File: src/design/fpc_defines.vh
// Constants for the flash protect/status host controller
`ifndef FPC_DEFINES_VH
`define FPC_DEFINES_VH
`define FPC_ADDR_CTRL 4'h0
`define FPC_ADDR_TARGET 4'h1
`define FPC_ADDR_DATA 4'h2
`define FPC_ADDR_STATUS 4'h3
`define FPC_ADDR_FLASH_SR 4'h4
`define FPC_ADDR_PINS 4'h5
`define FPC_CTRL_GO_ERASE 0
`define FPC_CTRL_GO_WRITE 1
`define FPC_CTRL_CLEAR_SR 2
`define FPC_CTRL_READ_ARRAY 3
`define FPC_CTRL_SUSPEND 4
`define FPC_CTRL_RESUME 5
`define FPC_CTRL_RUN_PD 6
`define FPC_PINS_WP_N 0
`define FPC_PINS_OVERRIDE 1
`define FPC_PINS_VPP_EN 2
`define FPC_CMD_ERASE_SETUP 8'h20
`define FPC_CMD_CONFIRM 8'hD0
`define FPC_CMD_WRITE_SETUP 8'h40
`define FPC_CMD_READ_ARRAY 8'hFF
`define FPC_CMD_CLEAR_SR 8'h50
`define FPC_CMD_READ_SR 8'h70
`define FPC_CMD_SUSPEND 8'hB0
`define FPC_SR_READY 7
`define FPC_SR_ERASE_PAUSED 6
`define FPC_SR_ERASE_FAIL 5
`define FPC_SR_PROG_FAIL 4
`define FPC_SR_SUPPLY_LOW 3
`define FPC_SR_PROG_PAUSED 2
`define FPC_SR_LOCK_ABORT 1
`define FPC_SR_VALID_MASK 8'hFE
`define FPC_SR_RESET 8'h80
`define FPC_BUS_CYCLES 3'h4
`endif

File: src/design/fpc_host.v
// Host controller driving a boot-block flash write engine over its bus pins
// Operation
// - Bits 5 and 4 both set after erase means bad command sequence.
// - Host masks reserved status bit 0 whenever polling.
// - Erase is setup code then confirm code at the block address.
// - Host polls bit 7 until ready; may repeat erasures before checking.
// - Host writes read-array code after the last operation; the controller sends it only when CTRL bit 3 is written.
// - Host clears status on any error before retry or recovery; the controller accepts commands with errors set.
`timescale 1ns/1ps
`include "fpc_defines.vh"
module fpc_host (
  input wire i_core_clk,
  input wire i_rst,
  input wire [3:0] i_reg_addr,
  input wire [31:0] i_reg_wdata,
  input wire i_reg_wr,
  input wire i_reg_rd,
  output reg [31:0] o_reg_rdata,
  output reg [19:0] o_flash_addr,
  output reg [7:0] o_flash_dq,
  output reg o_flash_dq_oe,
  input wire [7:0] i_flash_dq,
  output reg o_flash_ce_n,
  output reg o_flash_we_n,
  output reg o_flash_oe_n,
  output reg o_flash_wp_n,
  output reg o_flash_reset_low_n,
  output reg o_flash_reset_override,
  output reg o_flash_prog_supply_en,
  input wire i_ready_busy_out
);

  localparam ST_IDLE = 4'h0;
  localparam ST_WR = 4'h1;
  localparam ST_POLL = 4'h2;
  localparam ST_RD = 4'h3;
  localparam ST_DONE = 4'h4;

  reg [3:0] state_ff;
  reg [3:0] nxt_state;
  reg [7:0] seq_ff [0:1];
  reg [1:0] seq_len_ff;
  reg [1:0] seq_idx_ff;
  reg [2:0] cyc_ff;
  reg [19:0] target_ff;
  reg [7:0] data_ff;
  reg [7:0] op_status_reg_ff;
  reg busy_ff;
  reg poll_ff;
  reg seq_err_ff;
  reg any_err_ff;
  reg [2:0] rb_sync_ff;
  reg rb_ff;
  reg pd_ff;
  reg [7:0] dq_s1_ff;
  reg [7:0] dq_s2_ff;
  reg [7:0] dq_s3_ff;
  wire [7:0] masked_sr;
  wire [7:0] ctrl;

  assign ctrl = i_reg_wdata[7:0];
  assign masked_sr = dq_s3_ff & `FPC_SR_VALID_MASK;

  // Three-stage pin sync; change counts when stages two and three agree
  always @(posedge i_core_clk) begin
    if (i_rst) begin
      rb_sync_ff <= 3'h7;
      rb_ff <= 1'b1;
    end else begin
      rb_sync_ff <= {rb_sync_ff[1:0], i_ready_busy_out};
      if (rb_sync_ff[1] == rb_sync_ff[2])
        rb_ff <= rb_sync_ff[2];
    end
  end

  // Data pins come from the flash; three stages like the ready pin
  always @(posedge i_core_clk) begin
    if (i_rst) begin
      dq_s1_ff <= 8'h00;
      dq_s2_ff <= 8'h00;
      dq_s3_ff <= 8'h00;
    end else begin
      dq_s1_ff <= i_flash_dq;
      dq_s2_ff <= dq_s1_ff;
      dq_s3_ff <= dq_s2_ff;
    end
  end

  always @* begin
    nxt_state = state_ff;
    case (state_ff)
      ST_IDLE: begin
        if (seq_len_ff != 2'h0)
          nxt_state = ST_WR;
      end
      ST_WR: begin
        if (cyc_ff == `FPC_BUS_CYCLES) begin
          if (seq_idx_ff + 2'h1 < seq_len_ff)
            nxt_state = ST_WR;
          else if (poll_ff)
            nxt_state = ST_RD;
          else
            nxt_state = ST_DONE;
        end
      end
      ST_RD: begin
        if (cyc_ff == `FPC_BUS_CYCLES)
          nxt_state = ST_POLL;
      end
      ST_POLL: begin
        if (op_status_reg_ff[`FPC_SR_READY])
          nxt_state = ST_DONE;
        else
          nxt_state = ST_RD;
      end
      ST_DONE: nxt_state = ST_IDLE;
      default: nxt_state = ST_IDLE;
    endcase
  end

  always @(posedge i_core_clk) begin
    if (i_rst) begin
      state_ff <= ST_IDLE;
      seq_ff[0] <= 8'h00;
      seq_ff[1] <= 8'h00;
      seq_len_ff <= 2'h0;
      seq_idx_ff <= 2'h0;
      cyc_ff <= 3'h0;
      target_ff <= 20'h00000;
      data_ff <= 8'h00;
      op_status_reg_ff <= `FPC_SR_RESET;
      busy_ff <= 1'b0;
      poll_ff <= 1'b0;
      seq_err_ff <= 1'b0;
      any_err_ff <= 1'b0;
      pd_ff <= 1'b0;
      o_reg_rdata <= 32'h00000000;
      o_flash_addr <= 20'h00000;
      o_flash_dq <= 8'h00;
      o_flash_dq_oe <= 1'b0;
      o_flash_ce_n <= 1'b1;
      o_flash_we_n <= 1'b1;
      o_flash_oe_n <= 1'b1;
      o_flash_wp_n <= 1'b0;
      o_flash_reset_low_n <= 1'b1;
      o_flash_reset_override <= 1'b0;
      o_flash_prog_supply_en <= 1'b0;
    end else begin
      state_ff <= nxt_state;
      o_reg_rdata <= 32'h00000000;
      if (i_reg_rd) begin
        if (i_reg_addr == `FPC_ADDR_TARGET)
          o_reg_rdata <= {12'h000, target_ff};
        else if (i_reg_addr == `FPC_ADDR_DATA)
          o_reg_rdata <= {24'h000000, data_ff};
        else if (i_reg_addr == `FPC_ADDR_STATUS)
          o_reg_rdata <= {27'h0, pd_ff, any_err_ff, seq_err_ff, rb_ff,
                          busy_ff};
        else if (i_reg_addr == `FPC_ADDR_FLASH_SR)
          o_reg_rdata <= {24'h000000, op_status_reg_ff};
        else if (i_reg_addr == `FPC_ADDR_PINS)
          o_reg_rdata <= {29'h0, o_flash_prog_supply_en,
                          o_flash_reset_override, o_flash_wp_n};
      end
      if (i_reg_wr) begin
        if (i_reg_addr == `FPC_ADDR_TARGET)
          target_ff <= i_reg_wdata[19:0];
        else if (i_reg_addr == `FPC_ADDR_DATA)
          data_ff <= i_reg_wdata[7:0];
        else if (i_reg_addr == `FPC_ADDR_PINS) begin
          o_flash_wp_n <= i_reg_wdata[`FPC_PINS_WP_N];
          o_flash_reset_override <= i_reg_wdata[`FPC_PINS_OVERRIDE];
          o_flash_prog_supply_en <= i_reg_wdata[`FPC_PINS_VPP_EN];
        end else if (i_reg_addr == `FPC_ADDR_CTRL && !busy_ff) begin
          busy_ff <= 1'b1;
          seq_idx_ff <= 2'h0;
          poll_ff <= 1'b0;
          seq_len_ff <= 2'h1;
          if (ctrl[`FPC_CTRL_GO_ERASE]) begin
            seq_ff[0] <= `FPC_CMD_ERASE_SETUP;
            seq_ff[1] <= `FPC_CMD_CONFIRM;
            seq_len_ff <= 2'h2;
            poll_ff <= 1'b1;
          end else if (ctrl[`FPC_CTRL_GO_WRITE]) begin
            seq_ff[0] <= `FPC_CMD_WRITE_SETUP;
            seq_ff[1] <= data_ff;
            seq_len_ff <= 2'h2;
            poll_ff <= 1'b1;
          end else if (ctrl[`FPC_CTRL_CLEAR_SR]) begin
            seq_ff[0] <= `FPC_CMD_CLEAR_SR;
            any_err_ff <= 1'b0;
            seq_err_ff <= 1'b0;
          end else if (ctrl[`FPC_CTRL_READ_ARRAY]) begin
            seq_ff[0] <= `FPC_CMD_READ_ARRAY;
          end else if (ctrl[`FPC_CTRL_SUSPEND]) begin
            seq_ff[0] <= `FPC_CMD_SUSPEND;
            poll_ff <= 1'b1;
          end else if (ctrl[`FPC_CTRL_RESUME]) begin
            seq_ff[0] <= `FPC_CMD_CONFIRM;
          end else if (ctrl[`FPC_CTRL_RUN_PD]) begin
            seq_len_ff <= 2'h0;
            busy_ff <= 1'b0;
            pd_ff <= ~pd_ff;
            o_flash_reset_low_n <= pd_ff;
            if (!pd_ff)
              op_status_reg_ff <= `FPC_SR_RESET;
          end else begin
            seq_len_ff <= 2'h0;
            busy_ff <= 1'b0;
          end
        end
      end
      case (state_ff)
        ST_IDLE: begin
          cyc_ff <= 3'h0;
          o_flash_ce_n <= 1'b1;
          o_flash_we_n <= 1'b1;
          o_flash_oe_n <= 1'b1;
          o_flash_dq_oe <= 1'b0;
        end
        ST_WR: begin
          cyc_ff <= cyc_ff + 3'h1;
          o_flash_addr <= target_ff;
          o_flash_dq <= seq_ff[seq_idx_ff[0]];
          o_flash_dq_oe <= 1'b1;
          o_flash_ce_n <= 1'b0;
          o_flash_we_n <= (cyc_ff == 3'h0 || cyc_ff >= 3'h3);
          if (cyc_ff == `FPC_BUS_CYCLES) begin
            cyc_ff <= 3'h0;
            seq_idx_ff <= seq_idx_ff + 2'h1;
            o_flash_ce_n <= 1'b1;
            o_flash_dq_oe <= 1'b0;
          end
        end
        ST_RD: begin
          cyc_ff <= cyc_ff + 3'h1;
          o_flash_ce_n <= 1'b0;
          o_flash_oe_n <= 1'b0;
          o_flash_dq_oe <= 1'b0;
          if (cyc_ff == `FPC_BUS_CYCLES) begin
            cyc_ff <= 3'h0;
            o_flash_ce_n <= 1'b1;
            o_flash_oe_n <= 1'b1;
            // Lower bits only when ready
            // Stages that disagree mean data still moving: poll again
            if (dq_s2_ff == dq_s3_ff && dq_s3_ff[`FPC_SR_READY])
              op_status_reg_ff <= masked_sr;
            else
              op_status_reg_ff <= 8'h00;
          end
        end
        ST_DONE: begin
          busy_ff <= 1'b0;
          seq_len_ff <= 2'h0;
          if (poll_ff) begin
            // Both fail bits mean bad sequence
            if (op_status_reg_ff[`FPC_SR_ERASE_FAIL] &&
                op_status_reg_ff[`FPC_SR_PROG_FAIL])
              seq_err_ff <= 1'b1;
            if (op_status_reg_ff[`FPC_SR_ERASE_FAIL] ||
                op_status_reg_ff[`FPC_SR_PROG_FAIL] ||
                op_status_reg_ff[`FPC_SR_SUPPLY_LOW] ||
                op_status_reg_ff[`FPC_SR_LOCK_ABORT])
              any_err_ff <= 1'b1;
          end
        end
        default: cyc_ff <= 3'h0;
      endcase
    end
  end

endmodule

File: config.mk
export PLATFORM = sky130hd
export DESIGN_NAME = fpc_host
export DESIGN_NICKNAME = d
export VERILOG_FILES = /design/src/design/fpc_host.v
export VERILOG_INCLUDE_DIRS = /design/src /design/src/design
export SDC_FILE = /design/constraint.sdc
export NUM_CORES = 1
export LEC_CHECK = 0
export ABC_AREA = 1
export BUFFER_PORTS_ARGS = -buffer_cell sky130_fd_sc_hd__buf_2
export CORE_AREA = 4 4 118 120
export CTS_CLUSTER_DIAMETER = 40
export DETAILED_ROUTE_END_ITERATION = 12
export DIE_AREA = 0 0 122 124
export MAX_ROUTING_LAYER = met4
export PLACE_DENSITY = 0.77
export SETUP_SLACK_MARGIN = 0.5
export SYNTH_ARGS = -nofsm -noshare
export SYNTH_HDL_FRONTEND = slang
export SYNTH_SLANG_ARGS = --single-unit
File: constraint.sdc
create_clock -name i_core_clk -period 3.8 [get_ports i_core_clk]
set_input_delay 0.95 -clock i_core_clk [delete_from_list [all_inputs] [get_ports i_core_clk]]
set_output_delay 0.95 -clock i_core_clk [all_outputs]
set_load 0.02 [all_outputs]
* Yosys cells after proc, flatten, opt, wreduce, memory -nomap -nowiden
Memory sizes are Yosys's and may differ from the RTL's. A register that Yosys moved wholly into a read port is not among the register bits. Index checks and enable logic that the tools add are counted.
Storage, ports and cells: register bits 140, RAM bits 16, bits of input ports 49, logic and storage cells 245, memories kept 1
Cells by class: add/subtract/negate cells 2, $lt $le $gt $ge 2, equality and inequality tests 15, mux-type cells 151, bitwise logic cells 19, reductions and logical operators 27
Memory list:
- seq_ff | words 2, width 8, read ports 1, clocked after memory_dff 1, wr ports 2, RTL line fpc_host.v:41 | reg [7:0] seq_ff [0:1];
Operator list (count):
- $mux W8 | 27
- $mux W1 | 100
- $mux W20 | 1
- $mux W2 | 9
- $eq A4 B2 Y1 const B | 4
- $pmux W4 S4 | 1
- $mux W3 | 5
- $eq A4 B3 Y1 const B | 3
- $mux W4 | 3
- $reduce_and A12 Y1 | 1
- $not A1 Y1 | 11
- $reduce_bool A2 Y1 | 5
- $eq A4 B1 Y1 const B | 2
- $eq A8 B8 Y1 | 1
- $logic_not A4 Y1 | 2
- $or A1 B1 Y1 | 8
- $pmux W1 S2 | 4
- $reduce_or A2 Y1 | 4
- $ne A2 B2 Y1 const B | 3
- $pmux W3 S2 | 1
- $reduce_and A3 Y1 | 2
- $reduce_or A6 Y1 | 1
- $reduce_and A5 Y1 | 1
- $logic_or A1 B1 Y1 | 4
- 11 further kinds | 13

* Longest topological paths before layout
Gate-level depths: netlist of the first run.
depth in word-level cells 15, gate-level depth with buffers 9, gate-level depth less buffers 9

* Worst setup path after synthesis of the first run
Ideal clock, no wire load.
kind input to register, start input port i_reg_addr[3], end memory seq_ff[0][3], enable pin, library setup time 312 ps, arrival time 1826 ps, required time 3488 ps, slack 1661 ps, cell stages on the path 8, path through nor2_4 > nand3_4 > nor2_8 > buf_6 > nand3_2 > nand2_1 > nor2_2 > nand3_1
RTL lines:
- from (decl) | RTL line fpc_host.v:14 | input wire [3:0] i_reg_addr,
- to (decl) | RTL line fpc_host.v:41

==> results.sh, run 1 <==
export IMPL_status="complete, no violations"
export IMPL_grt_first_pass_wirelength_mm=20.03
export IMPL_setup_worst_path_start_class="input port"
export IMPL_tightest_slew_ns=0.7935
export IMPL_arrival_ns=2.26
export IMPL_synthTopCellsByCount="dfxtp_1, inv_1, nand2_1"
export IMPL_n_antenna_cell=0
export IMPL_total_leakage_power_uw=0.002922
export IMPL_die_w_microns=122
export IMPL_drv_cap=0
export IMPL_gp_congestion=0.9006
export IMPL_coreArea_sq_um=12980
export IMPL_cp_slowest_stage_delay_ns=0.34
export IMPL_avgSynthCellArea_sq_um=8.332
export IMPL_crit_type="in2reg"
export IMPL_yosysTopAreaCell="dfxtp_1"
export IMPL_cts_buffers=17
export IMPL_antenna_left=0
export IMPL_drcViolationCount=0
export IMPL_grt_total_usage_pct=17.39
export IMPL_rows=42
export IMPL_viasPerCell=4.846
export IMPL_ios=117
export IMPL_synthTopCellsByArea="dfxtp_1, a21oi_1, o21ai_0"
export IMPL_mappedNetlistArea_sq_um=5816
export IMPL_yosys_cell_count_top_type="dfxtp_1"
export IMPL_wire_per_inst_microns=12.83
export IMPL_cts_tree="yes"
export IMPL_crit_path_frequent_cell="nand3_1"
export IMPL_start_util_pct=44.80
export IMPL_crit_fanout=26
export IMPL_drive_gt1_share_pct=20.35
export IMPL_ys_ff_latch=148
export IMPL_cts_setup_buffers=0
export IMPL_overflow=0
export IMPL_grt_pass1_vias=4204
export IMPL_cts_htree_levels=4
export IMPL_place_hpwl_mm=8.659
export IMPL_dr_pass1_iters=5
export IMPL_required_ns=3.90
export IMPL_async_reset_ff_share_pct=0
export IMPL_yosysWarnings=0
export IMPL_antenna_found_initial=0
export IMPL_post_cts_resized=0
export IMPL_synth_top_cell_area_share_pct=46.82
export IMPL_hold_ws_ns=0.3995
export IMPL_power_density_nw_per_um2=574.6
export IMPL_synthCells=698
export IMPL_ys_flop_type="dfxtp_1"
export IMPL_fmax_ghz=0.4639
export IMPL_finalCriticalPeriod_ns=2.156
export IMPL_yosysSeqAreaShare_pct=53.01
export IMPL_area_growth_pct=18.48
export IMPL_setup_tns_ns=0
export IMPL_insertion_delay_ns=0.42
export IMPL_worst_path_max_delay_cell="inv_2"
export IMPL_clockRootBuffer="clkbuf_16"
export IMPL_clockBufferDepth=2
export IMPL_layout_nets=836
export IMPL_period_share_pct=56.73
export IMPL_drt_iter0_drc=284
export IMPL_wl_mm=12.47
export IMPL_fin_skew_ns=0.006547
export IMPL_num_vias=4710
export IMPL_hold_viol=0
export IMPL_ir_drop_mv=0.3154
export IMPL_endpoint_kind="register"
export IMPL_rsz0062_at_grt="false"
export IMPL_die_y_microns=124
export IMPL_cp_buffers_inverters=2
export IMPL_hold_path_class="reg2reg"
export IMPL_cp_top_family="simple AND/OR/NAND/NOR gates"
export IMPL_stdcell_count=972
export IMPL_finish_utilization_pct=53.08
export IMPL_hold_buffers=0
export IMPL_clk_pin_slew_ns=0.06
export IMPL_grt_max_degree=59
export IMPL_synth_cell_types=44
export IMPL_slew_headroom_pct=47.02
export IMPL_drv_slew=0
export IMPL_crit_chain="buf_2 -> inv_2 -> nand3_1 -> nor3_1 -> nand3_2 -> nand2_1 -> nor2_2 -> nand3_1"
export IMPL_portBuffers=92
export IMPL_synth_edf_count=12
export IMPL_dieArea_sq_um=15130
export IMPL_dp_cells=940
export IMPL_clock_sinks=148
export IMPL_setup_viol=0
[kinds of logic (layout without fill, tap and decap cells)]
family | after synthesis | after routing | synth area share, %
simple gates | 226 | 226 | 18.46
compound gates | 177 | 177 | 16.33
flops | 148 | 148 | 53.01
buf+inv | 141 | 228 | 11.12
fa+ha+maj | 4 | 4 | 0.8606
other cells | 1 | 12 | 0.06448
xor+xnor | 1 | 1 | 0.1506
[worst paths after layout]
path	start	end	slack, ns	depth (start not counted)
setup / recovery	i_rst	seq_ff[0][7]$_DFFE_PP_	1.64	8
setup reg to reg	state_ff[0]$_SDFFE_PP0P_	state_ff[1]$_SDFFE_PP0P_	1.95	8
hold / removal	dq_s1_ff[6]$_SDFF_PP0_	dq_s2_ff[6]$_SDFF_PP0_	0.40	2
hold reg to reg	dq_s1_ff[6]$_SDFF_PP0_	dq_s2_ff[6]$_SDFF_PP0_	0.40	2
[metal layers]
metal  wire, microns  track usage [%]
met2            5925            28.14
met1            5422            20.42
met5               0                -
met4             262            6.863
met3             863            5.268
[cell type report]
| class | instances | area (sq um) |
|---|---|---|
| inverter | 102 | 387.9 |
| fill | 1240 | 6090 |
| timing repair buffer | 94 | 475.5 |
| multi-input combinational | 420 | 2127 |
| sequential | 148 | 3083 |
| tap | 176 | 220.2 |
| clock inverter | 12 | 118.9 |
| clock buffer | 20 | 478.0 |
[power by group]
part           leakage, uW  internal (uW)  switching (uW)
Combinational      0.00140            166             397
Sequential         0.00123           1700            52.4
Clock             0.000290            985             662
Total              0.00292           2850            1110
[state kept, by name, summed over array words and instances, names as in the netlist, 2 cells and up]
signal and cells:
state_ff 3, seq_len_ff 2, o_reg_rdata 20, cyc_ff 3, o_flash_dq 8, data_ff 8
seq_idx_ff 2, dq_s2_ff 8, o_flash_addr 20, seq_ff 13, target_ff 20, op_status_reg_ff 8
dq_s1_ff 8, rb_sync_ff 3, dq_s3_ff 8
[layout by cell type, fill, tap and decap left out, types with 2 or more instances in the layout]
master / count
nor2_4: 5
o21ai_0: 72
nand2_4: 2
o21ai_2: 2
or2_2: 5
buf_2: 92
inv_1: 94
nand3_1: 35
conb_1: 12
nand2_2: 3
nand2_1: 79
dfxtp_1: 136
nor2_2: 2
nand4_1: 7
nor3_1: 9
buf_4: 2
a21oi_1: 73
clkinv_4: 3
nor2_1: 71
o21ai_1: 6
a31oi_1: 8
inv_6: 4
a211oi_2: 2
clkbuf_8: 2
ha_1: 4
o22ai_1: 8
clkinvlp_4: 2
inv_2: 7
edfxtp_1: 12
clkbuf_16: 18
nand3_2: 2
clkinv_2: 2
[worst reg2reg max path, stage by stage (launching register included)]
cell and delay [ns]:
dfxtp_1 0.36, inv_2 0.07, nor2_4 0.16, nand2_2 0.15
inv_2 0.61, nand3_1 0.15, nand2_1 0.09, nand2_1 0.06
a21oi_1 0.12
[metrics by stage]
stage / power, uW / cell area, sq um / setup WS, ns
after global placement: 2337 / 6294 / 1.281
after floorplan: 2189 / 5857 / 1.661
final: 3959 / 6890 / 1.644
after CTS: 3993 / 6890 / 1.686
after global routing: 4126 / 6890 / 1.533
after detailed placement: 2347 / 6294 / 1.231
(Power assumes the default switching activity.)
==> run 2: changes to the inputs <==
PLACE_DENSITY = 0.79   (was 0.77)
clock period = 1.9 ns   (was 3.8 ns; I/O delays follow)
==> run 2 against run 1 <==
Worst setup slack worse by 1.2 ns. Non-clock buffer count up 25. Sequential cell count unchanged. Register-to-register slack worse by 1.5 ns. Combinational power rose to 2.6 times the previous value. First-iteration DRC count up 23%. Wire length up 7.0%. Die area unchanged. Cell count up 2.7%. Global-route usage up 0.36 points. Largest cell class unchanged. Largest power group unchanged.
==> results.sh, run 2 (synthesis gave the netlist of run 1 again) <==
export IMPL_status="complete, no violations"
export IMPL_rsz0062_at_grt="true"
export IMPL_drv_slew=0
export IMPL_portBuffers=92
export IMPL_final_cell_mix="dfxtp_1, inv_1, nand2_1, a21oi_1, o21ai_0"
export IMPL_ir_drop_mv=0.5638
export IMPL_crit_fanout=2
export IMPL_setup_ws_ns=0.4917
export IMPL_cts_tree="yes"
export IMPL_cts_htree_levels=4
export IMPL_fin_skew_ns=0.005202
export IMPL_dieArea_sq_um=15130
export IMPL_ios=117
export IMPL_period_share_pct=74.12
export IMPL_arrival_ns=1.75
export IMPL_hold_viol=0
export IMPL_wl_mm=13.35
export IMPL_rows=42
export IMPL_drcViolationCount=0
export IMPL_reg_largest_list="o_flash_addr x20, o_reg_rdata x20, target_ff x20"
export IMPL_post_place_ws_ns=0.08724
export IMPL_drive_gt1_share_pct=27.77
export IMPL_grt_total_usage_pct=17.75
export IMPL_area_growth_pct=27.13
export IMPL_final_common_cell="dfxtp_1"
export IMPL_total_leakage_power_uw=0.003109
export IMPL_num_vias=4940
export IMPL_insertion_delay_ns=0.42
export IMPL_antenna_found_initial=1
export IMPL_clockBufferDepth=2
export IMPL_coreArea_sq_um=12980
export IMPL_drt_iter0_drc=350
export IMPL_cts_buffers=17
export IMPL_wire_per_inst_microns=13.37
export IMPL_setup_tns_ns=0
export IMPL_multi_input_area_sq_um=2201
export IMPL_dr_pass1_iters=5
export IMPL_gp_congestion=0.8913
export IMPL_grt_pass1_vias=4343
export IMPL_grtUsageMet3_pct=5.540
export IMPL_setup_viol=0
export IMPL_register_area_sq_um=3112
export IMPL_viasPerCell=4.950
export IMPL_nFillCells=1128
export IMPL_globalRouteMet1Util_pct=20.78
export IMPL_drv_cap=0
export IMPL_gr_usage_met2_pct=28.49
export IMPL_overflow=0
export IMPL_hold_ws_ns=0.2387
export IMPL_start_util_pct=44.80
export IMPL_place_hpwl_mm=8.994
export IMPL_endpoint_kind="register"
export IMPL_grt_max_degree=55
export IMPL_grt_first_pass_wirelength_mm=20.45
export IMPL_clockRootBuffer="clkbuf_16"
export IMPL_hold_path_class="in2reg"
export IMPL_antenna_left=0
export IMPL_power_density_nw_per_um2=1140
export IMPL_finalCriticalPeriod_ns=1.408
export IMPL_hold_buffers=0
export IMPL_die_y_microns=124
export IMPL_grt_busiest_layer="met2"
export IMPL_clock_sinks=148
export IMPL_clk_pin_slew_ns=0.06
export IMPL_crit_type="reg2reg"
export IMPL_die_w_microns=122
export IMPL_setup_worst_path_start_class="register"
export IMPL_fmax_ghz=0.7101
export IMPL_required_ns=2.25
export IMPL_layout_nets=861
run 2: cell types whose count changed in the layout (fill, tap and decap cells not counted), sizes merged:
cell / delta
clkbuf: +1
diode: +1
buf: +24
clkinvlp: +1
bufinv: +1
clkinv: -2
run 2: routing by layer:
layer  wire [microns]  vias up
li1                 -     2474
met1             5573     2268
met2             6580      176
met3              972       22
met4              218        0
met5                0        -
run 2: critical path: stages, from the launching register on:
cell and delay (ns):
dfxtp_2 0.33, xor2_2 0.18, ha_1 0.27, a21o_1 0.19
nand2_1 0.07, nand2_1 0.05, nand3_1 0.06, nand2_1 0.07
a21oi_1 0.13
run 2: power breakdown:
group | internal, uW | total [uW] | switching [uW]
combinational | 600 | 1470 | 866
clock | 2100 | 3410 | 1310
sequential | 3420 | 3550 | 135
run 2: layout make-up:
cell class	count	area share, %
sequential	148	42.09
multi-input combinational	420	29.77
timing repair buffer	119	11.49
clock buffer	20	6.465
inverter	102	5.280
tap	176	2.979
clock inverter	12	1.895
antenna	1	0.03385
run 2: metrics by stage:
step           util [%]  instances  power (uW)  area, sq um
2_1_floorplan         -        709        4378         5862
3_3_place_gp      49.55        956        4728         6431
3_5_place_dp      49.55        956        4753         6431
4_1_cts           55.29        992        8275         7177
5_1_grt           56.96        998        8767         7393
6_report          56.96        998        8430         7393
run 2: path summary, 6_finish.rpt:
kind | startpoint | endpoint | slack (ns) | depth (start not counted)
setup / recovery | seq_idx_ff[1]$_SDFF_PP0_ | state_ff[0]$_SDFFE_PP0P_ | 0.49 | 8
hold reg to reg | dq_s1_ff[2]$_SDFF_PP0_ | dq_s2_ff[2]$_SDFF_PP0_ | 0.40 | 2
hold / removal | i_ready_busy_out | rb_sync_ff[0]$_SDFF_PP1_ | 0.24 | 2
setup reg to reg | seq_idx_ff[1]$_SDFF_PP0_ | state_ff[0]$_SDFFE_PP0P_ | 0.49 | 8
run 2: what timing repair did:
action	4_1_cts	5_1_grt
pin swaps	3	13
setup buffers	4	4
endpoints found under the setup margin	31	82
hold endpoints to repair	0	0
resized for setup	35	65
cloned	0	1
==> run 3: changes to the inputs <==
ABC_AREA = 0   (was 1)
CORE_AREA = 4 4 116 118   (was 4 4 118 120)
DIE_AREA = 0 0 120 122   (was 0 0 122 124)
PLACE_DENSITY = 0.77   (was 0.79)
clock period = 1.3 ns   (was 1.9 ns; I/O delays follow)
==> run 3 against run 2 <==
Highest routed layer unchanged. Cell count fell by 1.0%. The run now ends with setup timing left. Core utilization rose by 19 points. Sequential share of layout area is 8.4 points lower. Wire length increased by 61%. Critical path type unchanged. Critical endpoint is now state_ff[1]$_SDFFE_PP0P_. Combinational power rose by 120%. Clock power up 48%. Total power rose by 58%. Register-to-register slack worse by 0.80 ns. Largest cell class unchanged. Fmax decreased by 12%. Design area grew 28%.
==> results.sh, run 3 <==
export IMPL_hold_ws_ns=0.09891
export IMPL_wl_mm=21.54
export IMPL_cp_buffers_inverters=0
export IMPL_fmax_ghz=0.6229
export IMPL_drt_iter0_drc=494
export IMPL_grt_max_degree=45
export IMPL_grt_pass1_vias=5701
export IMPL_finalCriticalPeriod_ns=1.605
export IMPL_yosysSeqAreaShare_pct=54.68
export IMPL_final_cell_mix="buf_6, buf_4, dfxtp_1, dfxtp_2"
export IMPL_total_leakage_power_uw=0.003852
export IMPL_ios=117
export IMPL_yosysWarnings=0
export IMPL_place_area_sq_um=6878
export IMPL_die_y_microns=122
export IMPL_cp_top_family="compound AO/OA/AOI/OAI gates"
export IMPL_num_vias=5582
export IMPL_tightest_slew_ns=0.6534
export IMPL_arrival_ns=1.90
export IMPL_ys_flop_type="dfxtp_1"
export IMPL_synth_edf_count=12
export IMPL_dp_cells=894
export IMPL_setup_ws_ns=-0.3053
export IMPL_avgSynthCellArea_sq_um=9.365
export IMPL_wire_per_inst_microns=21.80
export IMPL_clockBufferDepth=2
export IMPL_violations="setup timing"
export IMPL_drive_gt1_share_pct=58.95
export IMPL_crit_fanout=2
export IMPL_hold_buffers=0
export IMPL_die_w_microns=120
export IMPL_start_util_pct=45.23
export IMPL_power_density_nw_per_um2=1413
export IMPL_synthTopCellsByArea="dfxtp_1, nand2_1, edfxtp_1"
export IMPL_setup_viol=69
export IMPL_ir_drop_mv=1.178
export IMPL_post_place_ws_ns=-0.3619
export IMPL_fin_skew_ns=0.01390
export IMPL_yosys_cell_count_top_type="dfxtp_1"
export IMPL_status="complete, but fails checks"
export IMPL_stdcell_count=988
export IMPL_mappedNetlistArea_sq_um=5638
export IMPL_synth_cell_types=56
export IMPL_cp_slowest_stage_delay_ns=0.35
export IMPL_cts_buffers=17
export IMPL_gp_congestion=0.9498
export IMPL_antenna_found_initial=0
export IMPL_viasPerCell=5.650
export IMPL_nFillCells=680
export IMPL_synthTopCellsByCount="dfxtp_1, nand2_1, a21oi_1"
export IMPL_yosysTopAreaCell="dfxtp_1"
export IMPL_area_growth_pct=67.58
export IMPL_drv_cap=0
export IMPL_final_common_cell="buf_6"
export IMPL_worst_path_max_delay_cell="a2111oi_2"
export IMPL_crit_chain="xor2_1 -> ha_1 -> a21boi_2 -> o211ai_1 -> a2111oi_2"
export IMPL_place_hpwl_mm=10.10
export IMPL_cts_tree="yes"
export IMPL_coreArea_sq_um=12470
export IMPL_layout_nets=856
export IMPL_drv_slew=0
export IMPL_hold_path_class="in2reg"
export IMPL_dr_pass1_iters=7
export IMPL_antenna_left=0
export IMPL_rsz0062_at_grt="true"
export IMPL_hold_viol=0
export IMPL_dieArea_sq_um=14640
export IMPL_overflow=0
export IMPL_stdcell_area_sq_um=9448
export IMPL_cts_htree_levels=4
export IMPL_ys_ff_latch=148
export IMPL_synthCells=602
export IMPL_drcViolationCount=0
export IMPL_clk_pin_slew_ns=0.06
export IMPL_async_reset_ff_share_pct=0
export IMPL_endpoint_kind="register"
export IMPL_required_ns=1.60
export IMPL_portBuffers=92
export IMPL_insertion_delay_ns=0.43
export IMPL_slew_headroom_pct=56.44
export IMPL_synth_top_cell_area_share_pct=48.29
export IMPL_setup_worst_path_start_class="register"
export IMPL_r2r_slack_ns=-0.31
export IMPL_n_antenna_cell=0
export IMPL_crit_type="reg2reg"
export IMPL_grt_first_pass_wirelength_mm=30.15
export IMPL_period_share_pct=123.5
export IMPL_clockRootBuffer="clkbuf_16"
export IMPL_rows=41
export IMPL_grt_total_usage_pct=27.35
export IMPL_clock_sinks=148
export IMPL_reg_largest_list="o_flash_addr x20, o_reg_rdata x20, target_ff x20"
## run 3: path summary, 6_finish.rpt
kind              cells past startpoint                        to                     start
hold / removal                        2  rb_sync_ff[0]$_SDFF_PP1_          i_ready_busy_out
hold reg to reg                       1  rb_sync_ff[1]$_SDFF_PP1_  rb_sync_ff[0]$_SDFF_PP1_
setup reg to reg                      5  state_ff[1]$_SDFFE_PP0P_  seq_idx_ff[0]$_SDFF_PP0_
setup / recovery                      5  state_ff[1]$_SDFFE_PP0P_  seq_idx_ff[0]$_SDFF_PP0_
## run 3: metrics by stage
step / total power, uW / setup TNS, ns / util, %
floorplan: 6090 / -6.734 / -
global placement: 6652 / -20.72 / 55.17
detailed placement: 6702 / -24.08 / 55.17
CTS: 12910 / -7.082 / 72.10
global route: 13730 / -13.91 / 75.79
finish: 13350 / -9.440 / 75.79
## run 3: repair_timing
item / CTS / global route
setup buffers: 34 / 17
setup endpoints to repair: 188 / 188
gates cloned: 11 / 0
pin swaps: 68 / 37
gates resized for setup: 321 / 81
## run 3: layout make-up
type | instances | area (sq um) | area share [%]
clock buffers | 18 | 429.2 | 4.542
clock inverters | 14 | 171.4 | 1.814
inverters | 13 | 55.05 | 0.5827
multi-input cells | 407 | 3179 | 33.65
flip-flops and latches | 148 | 3179 | 33.65
well taps | 172 | 215.2 | 2.278
repair buffers | 216 | 2218 | 23.48
## run 3: worst register-to-register path, delay by kind of cell, from the launching register on
| kind | cells | cell delay [ns] |
|---|---|---|
| AOI/OAI and AO/OA | 3 | 0.70 |
| adders and majority gates | 1 | 0.29 |
| DFF | 1 | 0.33 |
| xor gates and xnor gates | 1 | 0.16 |
## run 3: logic make-up after synthesis
| family | count (synthesis) | share of synthesized area, % |
|---|---|---|
| AND/OR/NAND/NOR | 239 | 21.08 |
| flip-flops | 148 | 54.68 |
| AO/OA/AOI/OAI | 121 | 13.52 |
| buffers and inverters | 61 | 4.993 |
| multiplexers | 19 | 3.373 |
| XOR/XNOR | 9 | 1.398 |
| adder cells (fa/ha/maj) | 4 | 0.8877 |
| other | 1 | 0.06651 |
## run 3: routing by layer
layer / routed length, microns / share of wire, % / vias up / GRT usage (%)
met5: 0 / 0 / - / -
met4: 1479 / 6.9 / 0 / 16.46
met3: 1418 / 6.6 / 135 / 5.107
met2: 11140 / 52 / 364 / 49.24
met1: 7501 / 35 / 2636 / 27.58
li1: - / - / 2447 / -
## run 3: where the power goes
group / internal (uW) / switching (uW) / total [uW]
logic: 1720 / 1580 / 3300
registers: 4820 / 162 / 4980
clock network: 2900 / 2170 / 5060
total: 9430 / 3910 / 13300
